**config.mk**
```make
export PLATFORM = sky130hd
export DESIGN_NAME = alarm_controller_fsm
export DESIGN_NICKNAME = d
export VERILOG_FILES = /design/src/hdl/alarm_pkg.sv /design/src/hdl/alarm_sync.sv /design/src/hdl/alarm_controller_fsm.sv
export SDC_FILE = /design/constraint.sdc
export NUM_CORES = 1
export LEC_CHECK = 0
export ABC_AREA = 1
export BUFFER_PORTS_ARGS = -buffer_cell sky130_fd_sc_hd__buf_2
export CELL_PAD_IN_SITES_DETAIL_PLACEMENT = 0
export CELL_PAD_IN_SITES_GLOBAL_PLACEMENT = 1
export CORE_MARGIN = 2
export CORE_UTILIZATION = 48
export CTS_BUF_LIST = sky130_fd_sc_hd__clkbuf_4 sky130_fd_sc_hd__clkbuf_8
export DETAILED_ROUTE_END_ITERATION = 12
export PLACE_DENSITY_LB_ADDON = 0.25
export SYNTH_ARGS = -nofsm -noshare
export SYNTH_HDL_FRONTEND = slang
export SYNTH_SLANG_ARGS = --single-unit
```
**constraint.sdc**
```tcl
create_clock -name SYS_CLK_I -period 1.68 [get_ports SYS_CLK_I]
set_input_delay 0.168 -clock SYS_CLK_I [delete_from_list [all_inputs] [get_ports SYS_CLK_I]]
set_output_delay 0.168 -clock SYS_CLK_I [all_outputs]
set_load 0.01 [all_outputs]
```
**src/hdl/alarm_pkg.sv**
```systemverilog
// constants and types shared by the alarm controller
// assumes a single slow clock domain
package alarm_pkg;
  // ****************************************
  // state codes, bit order clear/select/beacon
  // ****************************************
  typedef enum logic [2:0] {
    IDLE_STATE          = 3'h7,
    ARMING_STATE        = 3'h1,
    ARMED_STATE         = 3'h5,
    ENTRY_DELAY_STATE   = 3'h3,
    ALARM_STATE         = 3'h2,
    LATCHED_ALARM_STATE = 3'h4
  } alarm_state_e;
  localparam int CLEAR_BIT   = 2;
  localparam int SELECT_BIT  = 1;
  localparam int BEACON_BIT  = 0;
  // ****************************************
  // delay counter
  // ****************************************
  localparam int CNT_W       = 10;
  localparam int ENTRY_TAP   = 6;  // counter bit 7, numbered from 1
  localparam int TIMEOUT_TAP = 9;  // counter bit 10, numbered from 1
  localparam int CLK_HZ      = 20000000;
  localparam logic SOUNDER_ON  = 1'b0;
  localparam logic SOUNDER_OFF = 1'b1;
  localparam int SYNC_STAGES = 3;
endpackage

```
**src/hdl/alarm_sync.sv**
```systemverilog
// three flop synchroniser with agreement filter for one pin
// assumes an asynchronous pin and the system clock
`timescale 1ns/10ps
module alarm_sync (
  input  wire logic clk_i,
  input  wire logic rst_i,
  input  wire logic pin_i,
  output logic      level_o
);
  import alarm_pkg::*;
  logic [SYNC_STAGES-1:0] sh_reg;
  logic [SYNC_STAGES-1:0] sh_next;
  logic                   level_next;
  always_comb begin
    sh_next = {sh_reg[SYNC_STAGES-2:0], pin_i};
    level_next = level_o;
    // first stage never looked at directly
    if (sh_reg[1] == sh_reg[2]) begin
      level_next = sh_reg[1];
    end
  end
  always_ff @(posedge clk_i or posedge rst_i) begin
    if (rst_i) begin
      // reset low, not high: a high start would read as fire and attack
      sh_reg  <= '0;
      level_o <= 1'b0;
    end else begin
      sh_reg  <= sh_next;
      level_o <= level_next;
    end
  end
endmodule

```
**src/hdl/alarm_controller_fsm.sv**
```systemverilog
// six state alarm controller with delay counter
// assumes detect inputs are active high pins; slow nominal clock
`timescale 1ns/10ps
// Functional notes
// - states coded clear/select/beacon: 111,001,101,011,010,100.
// - reset puts every fsm register high, synchronisers low: idle, outputs inactive.
// - counter cleared in idle, armed, latched; runs otherwise.
// - beacon is active low, asserted in alarm and latched states.
// - sounder active low: 0 on, 1 off.
// - entry delay from counter bit 7, sounder timeout from bit 10.
// - idle: arm alone to arming; fire or attack to latched, sounder on.
// - arming to armed on bit 7, no fire, arm or reset.
// - armed: timed loop to entry delay, untimed loop to alarm sounding.
// - entry delay: bit 7 or untimed loop, no fire, to alarm sounding.
// - alarm to latched, sounder off, on bit 10, no fire, arm or reset.
// - fire in any active state goes latched with sounder on.
// - arm and reset low, no fire, returns any non-idle state to idle, sounder off.
// - counter increments while enabled, synchronous clear on clear bit.
// - sounder holds its value where no action is named.
module alarm_controller_fsm #(
  parameter int CNT_WIDTH = alarm_pkg::CNT_W
) (
  input  wire logic SYS_CLK_I,
  input  wire logic RST_I,
  input  wire logic ARM_I,
  input  wire logic RESET_SW_I,
  input  wire logic FIRE_I,
  input  wire logic ATTACK_I,
  input  wire logic TIMED_LOOP_A_I,
  input  wire logic TIMED_LOOP_B_I,
  input  wire logic UNTIMED_LOOP_A_I,
  input  wire logic UNTIMED_LOOP_B_I,
  input  wire logic UNTIMED_LOOP_C_I,
  output logic      SOUNDER_N_O,
  output logic      BEACON_N_O,
  output logic [2:0] STATE_O
);
  import alarm_pkg::*;
  // ****************************************
  // input synchronisers
  // ****************************************
  localparam int N_IN = 9;
  logic [N_IN-1:0] raw_pins;
  logic [N_IN-1:0] sync_lvl;
  assign raw_pins = {ARM_I, RESET_SW_I, FIRE_I, ATTACK_I, TIMED_LOOP_A_I,
                     TIMED_LOOP_B_I, UNTIMED_LOOP_A_I, UNTIMED_LOOP_B_I,
                     UNTIMED_LOOP_C_I};
  genvar g;
  generate
    for (g = 0; g < N_IN; g++) begin : g_sync
      alarm_sync u_sync (
        .clk_i   (SYS_CLK_I),
        .rst_i   (RST_I),
        .pin_i   (raw_pins[g]),
        .level_o (sync_lvl[g])
      );
    end
  endgenerate
  logic arm, rst_sw, fire, attack, timed_any, untimed_any, disarm, keep_on;
  // inputs taken as active high by design; inversion belongs upstream
  assign arm         = sync_lvl[8];
  assign rst_sw      = sync_lvl[7];
  assign fire        = sync_lvl[6];
  assign attack      = sync_lvl[5];
  assign timed_any   = sync_lvl[4] | sync_lvl[3];
  assign untimed_any = sync_lvl[2] | sync_lvl[1] | sync_lvl[0];
  assign disarm      = ~arm & ~rst_sw;
  assign keep_on     = arm | rst_sw;
  // ****************************************
  // state machine and sounder
  // ****************************************
  alarm_state_e state_reg, state_next;
  logic         sounder_reg, sounder_next;
  logic [CNT_WIDTH-1:0] cnt_reg, cnt_next;
  logic entry_delay_tap, sounder_timeout_tap;
  // delays are taps of the counter, cheaper than per-state timers
  assign entry_delay_tap     = cnt_reg[ENTRY_TAP];
  assign sounder_timeout_tap = cnt_reg[TIMEOUT_TAP];
  always_comb begin
    state_next   = state_reg;
    sounder_next = sounder_reg;
    case (state_reg)
      IDLE_STATE: begin
        if (attack | fire) begin
          state_next   = LATCHED_ALARM_STATE;
          sounder_next = SOUNDER_ON;
        end else if (arm) begin
          state_next = ARMING_STATE;
        end
      end
      ARMING_STATE: begin
        if (fire) begin
          state_next   = LATCHED_ALARM_STATE;
          sounder_next = SOUNDER_ON;
        end else if (disarm) begin
          state_next   = IDLE_STATE;
          sounder_next = SOUNDER_OFF;
        end else if (entry_delay_tap) begin
          state_next = ARMED_STATE;
        end
      end
      ARMED_STATE: begin
        if (fire) begin
          state_next   = LATCHED_ALARM_STATE;
          sounder_next = SOUNDER_ON;
        end else if (disarm) begin
          state_next   = IDLE_STATE;
          sounder_next = SOUNDER_OFF;
        end else if (untimed_any) begin
          state_next   = ALARM_STATE;
          sounder_next = SOUNDER_ON;
        end else if (timed_any) begin
          state_next = ENTRY_DELAY_STATE;
        end
      end
      ENTRY_DELAY_STATE: begin
        if (fire) begin
          state_next   = LATCHED_ALARM_STATE;
          sounder_next = SOUNDER_ON;
        end else if (disarm) begin
          state_next   = IDLE_STATE;
          sounder_next = SOUNDER_OFF;
        end else if (entry_delay_tap | untimed_any) begin
          state_next   = ALARM_STATE;
          sounder_next = SOUNDER_ON;
        end
      end
      ALARM_STATE: begin
        if (fire) begin
          state_next   = LATCHED_ALARM_STATE;
          sounder_next = SOUNDER_ON;
        end else if (disarm) begin
          state_next   = IDLE_STATE;
          sounder_next = SOUNDER_OFF;
        end else if (sounder_timeout_tap & keep_on) begin
          state_next   = LATCHED_ALARM_STATE;
          sounder_next = SOUNDER_OFF;
        end
      end
      LATCHED_ALARM_STATE: begin
        // only way out, fire or attack sounder stays until disarm
        if (disarm) begin
          state_next   = IDLE_STATE;
          sounder_next = SOUNDER_OFF;
        end
      end
      default: begin
        state_next   = IDLE_STATE;
        sounder_next = SOUNDER_OFF;
      end
    endcase
  end
  // ****************************************
  // delay counter
  // ****************************************
  always_comb begin
    if (state_reg[CLEAR_BIT]) begin
      cnt_next = '0;
    end else begin
      cnt_next = cnt_reg + {{(CNT_WIDTH-1){1'b0}}, 1'b1};
    end
  end
  always_ff @(posedge SYS_CLK_I or posedge RST_I) begin
    if (RST_I) begin
      state_reg   <= IDLE_STATE;
      sounder_reg <= SOUNDER_OFF;
      cnt_reg     <= '1;
      SOUNDER_N_O <= SOUNDER_OFF;
      BEACON_N_O  <= 1'b1;
      STATE_O     <= IDLE_STATE;
    end else begin
      state_reg   <= state_next;
      sounder_reg <= sounder_next;
      cnt_reg     <= cnt_next;
      SOUNDER_N_O <= sounder_next;
      BEACON_N_O  <= state_next[BEACON_BIT];
      STATE_O     <= state_next;
    end
  end
  // ****************************************
  // assertions
  // ****************************************
  a_beacon_state: assert property (@(posedge SYS_CLK_I) disable iff (RST_I)
    (BEACON_N_O == 1'b0) == (state_reg == ALARM_STATE
      || state_reg == LATCHED_ALARM_STATE))
    else $error("beacon disagrees with state");
  a_counter_clear: assert property (@(posedge SYS_CLK_I) disable iff (RST_I)
    $past(state_reg[CLEAR_BIT]) && !$past(RST_I) |-> cnt_reg == '0)
    else $error("counter not cleared");
  a_counter_runs: assert property (@(posedge SYS_CLK_I) disable iff (RST_I)
    !state_reg[CLEAR_BIT] |=> cnt_reg == $past(cnt_reg) + 1'b1)
    else $error("counter did not advance");
  a_fire_latch: assert property (@(posedge SYS_CLK_I) disable iff (RST_I)
    fire && state_reg != IDLE_STATE && state_reg != LATCHED_ALARM_STATE
    |=> state_reg == LATCHED_ALARM_STATE && SOUNDER_N_O == 1'b0)
    else $error("fire not latched");
  a_disarm_idle: assert property (@(posedge SYS_CLK_I) disable iff (RST_I)
    disarm && !fire && state_reg != IDLE_STATE
    |=> state_reg == IDLE_STATE && SOUNDER_N_O == 1'b1)
    else $error("disarm did not return idle");
  a_idle_arm: assert property (@(posedge SYS_CLK_I) disable iff (RST_I)
    state_reg == IDLE_STATE && arm && !fire && !attack
    |=> state_reg == ARMING_STATE)
    else $error("arm not taken");
  a_arming_done: assert property (@(posedge SYS_CLK_I) disable iff (RST_I)
    state_reg == ARMING_STATE && entry_delay_tap && !fire && keep_on
    |=> state_reg == ARMED_STATE)
    else $error("arming did not finish");
  a_timeout_off: assert property (@(posedge SYS_CLK_I) disable iff (RST_I)
    state_reg == ALARM_STATE && sounder_timeout_tap && !fire && keep_on
    |=> state_reg == LATCHED_ALARM_STATE && SOUNDER_N_O == 1'b1)
    else $error("sounder timeout missed");
  a_hold_quiet: assert property (@(posedge SYS_CLK_I) disable iff (RST_I)
    state_reg == LATCHED_ALARM_STATE && !disarm
    |=> $stable(state_reg) && $stable(SOUNDER_N_O))
    else $error("latched state moved");
  c_entry_alarm: cover property (@(posedge SYS_CLK_I) disable iff (RST_I)
    state_reg == ENTRY_DELAY_STATE ##1 state_reg == ALARM_STATE);
  c_timeout: cover property (@(posedge SYS_CLK_I) disable iff (RST_I)
    state_reg == ALARM_STATE ##1 state_reg == LATCHED_ALARM_STATE && SOUNDER_N_O);
  c_fire: cover property (@(posedge SYS_CLK_I) disable iff (RST_I)
    state_reg == IDLE_STATE ##1 state_reg == LATCHED_ALARM_STATE);
  c_fire_entry: cover property (@(posedge SYS_CLK_I) disable iff (RST_I)
    state_reg == ENTRY_DELAY_STATE ##1 state_reg == LATCHED_ALARM_STATE);
endmodule

```
==> metrics.cfg <==
[status]
outcome=complete, no violations

[clocking]
cts_tree=yes
clockBufferDepth=2
path_clk_slew_ns=0.09
clock-sinks=50
cts_root_buf=clkbuf_8
cts_buffers=5
htreeDepth=2
clock_latency_ns=0.30

[floorplan]
ioPinCount=16
core_mm2=0.00403
start_util_pct=50.2
std_cell_rows=23
die_area_mm2=0.00474
die_h_um=68.9
die_w_um=68.9

[drt]
drtPass1Iterations=4
vias=1427
drt-total-wl_mm=3.71
viasPerCell=4.97
drt_iter0_drc=103
ant_nets=0
wl_per_cell_um=12.9
post-route-drc-count=0

[yosys]
synth_seq_area_share_pct=62.8
avgSynthCellArea_um2=10.0
syn_inst=202
synth_area_mm2=0.00202
synth_warnings=0
yosysTopAreaCellShare_pct=44.6
yosysUniqueCellTypes=24
ys_seq_elements=50
syn-num-nets=214
yosys-top-cells-area=dfrtp_1 (45%), dfstp_2 (18%), nand2_1 (8.0%)
yosysTopAreaCell=dfrtp_1

[power]
leakage_nw=1.07
power.density_mw_per_mm2=1350
finalPower_w=0.00320
peakVddDrop_mv=0.720

[final_layout]
largest_reg_flops=27
diodes=0
area_growth_pct=17.2
fin_util_pct=58.8
nNetsFinal=248
drive_above_1_share_pct=22.4

[global_route]
grt.overflow.total=0
use_met2_pct=32.8
grt_first_pass_wirelength_mm=6.63
grt_pass1_vias=1518
grt_antenna_before_repair=0
top_usage_layer=met2
grt_max_degree=30
met1_usage_pct=24.3
met3_usage_pct=4.71
grt.total_usage_pct=19.7

[sta]
min_period_ns=1.57
max_slew_margin_pct=69.1
worstMarginPinSlew_ns=0.462
rsz0062_at_grt=no
fin_setup_tns_ns=0
timing.final.crit_share_pct=93.3
clock_skew_ns=0.00704
hold_violations=0
setup_violations=0
fmax_mhz=638
timing.final.max_slew_violations=0

[placement]
gp_congestion=0.901
hpwl_mm=2.66
io_buffers=15

[worst_setup_path]
required_ns=1.93
cp_top_family=simple AND/OR/NAND/NOR gates
crit_type=flip-flop to flip-flop
critPathArrivalTime_ns=1.82
crit_path_frequent_cell=nand2_1
cp_max_fo=8
worst_setup_path_start_kind=flip-flop
cp_slowest_cell=dfstp_2
critical-path-max-stage-delay_ns=0.65
critPathBufInv=1
crit_chain=inv_2 > nand2_1 > nor2_1 > nand3_1 > nand2_1 > nor2_1 > nand3_1 > nand2_1
worstSetupEndpointType=flip-flop

[job]
drv_cap=0

[hold_path]
worst_hold_path_type=flip-flop to flip-flop

==> kinds of logic (layout without fill, tap and decap cells) <==
group                      Yosys count  in the layout  synth area share [%]
xor gates and xnor gates             1              1                 0.434
buffers and inverters               23             58                  5.20
adders and majority gates           10             10                  5.08
AOI/OAI and AO/OA                   15             15                  3.84
DFF                                 50             50                  62.8
and+or+nand+nor                    103            103                  22.7
==> power by group <==
group | switching [W] | internal (W) | total (W)
clock | 0.000401 | 0.000314 | 0.000714
combinational | 0.000582 | 0.000372 | 0.000954
sequential | 0.000133 | 0.00140 | 0.00153
==> placed cells by master, fill, tap and decap left out, drive strengths merged <==
master	count
o21ai	7
nand3	16
ha	1
dfrtp	36
nor3b	1
nor4	1
dlygate4sd3	10
o211ai	1
nor2	37
xor2	1
maj3	9
nor3	4
clkbuf	6
inv	21
or2	1
clkinv	1
dfstp	14
a21oi	7
nand2	43
buf	20
==> worst register-to-register path: cells and delay by family (launching register included) <==
family / cells / cell delay, ns
DFF: 1 / 0.65
and+or+nand+nor: 7 / 0.79
buffers and inverters: 1 / 0.08
==> stage by stage <==
| step | worst slack, ns | std cells | instance area, um2 | hold WS, ns |
|---|---|---|---|---|
| 4_1_cts | 0.124 | 286 | 2360 | 0.353 |
| 5_1_grt | 0.00949 | 287 | 2370 | 0.363 |
| 6_report | 0.113 | 287 | 2370 | 0.347 |
| 3_5_place_dp | 0.153 | 268 | 2170 | 0.209 |
| 3_3_place_gp | 0.149 | 268 | 2170 | 0.185 |
| 2_1_floorplan | 0.274 | 202 | 2020 | 0.199 |
==> cell usage after synthesis <==
cell / number
dfstp_2: 14
nor3b_1: 1
nand3_2: 2
nor3_1: 4
or2_2: 1
o21ai_0: 5
nor2_4: 1
dfrtp_1: 36
a21oi_1: 7
nor2_2: 3
nand3_4: 1
inv_1: 18
nor4_1: 1
o21ai_1: 2
ha_1: 1
xor2_1: 1
o211ai_1: 1
buf_4: 1
nor2_1: 33
maj3_1: 9
inv_2: 2
nand2_1: 43
buf_6: 2
nand3_1: 13
==> per-layer routing <==
metal / vias up / routed length, um / part of all wire [%]
li1: 708 / - / -
met1: 674 / 1640 / 44
met2: 36 / 1840 / 49
met3: 9 / 159 / 4.3
met4: 0 / 80 / 2.2
met5: - / 0 / 0
==> final timing paths <==
kind | start | to | slack [ns] | cells past startpoint
min in group asynchronous | RST_I | g_sync[8].u_sync.sh_reg[0] | 0.42 | 3
max in group asynchronous | RST_I | cnt_reg[9] | 0.67 | 4
worst max-delay path | state_reg[2] | state_reg[1] | 0.11 | 8
worst min register to register | g_sync[1].u_sync.sh_reg[0] | g_sync[1].u_sync.sh_reg[1] | 0.35 | 0
worst max register to register | state_reg[2] | state_reg[1] | 0.11 | 8
worst min-delay path | g_sync[1].u_sync.sh_reg[0] | g_sync[1].u_sync.sh_reg[1] | 0.35 | 0
==> layout make-up <==
cell class	instances	area, um2
Clock buffer	6	76.3
Inverter	20	75.1
Timing Repair Buffer	30	225
Sequential cell	50	1270
Clock inverter	2	13.8
Multi-Input combinational cell	129	647
Fill cell	364	1660
Tap cell	50	62.6
==> timing repair <==
action	CTS	global route
resized for setup	0	0
setup endpoints to repair	0	1
hold buffers	10	0
setup buffers	0	1
hold endpoints to repair	29	0
Note: power is estimated with default switching activity, not from simulation.
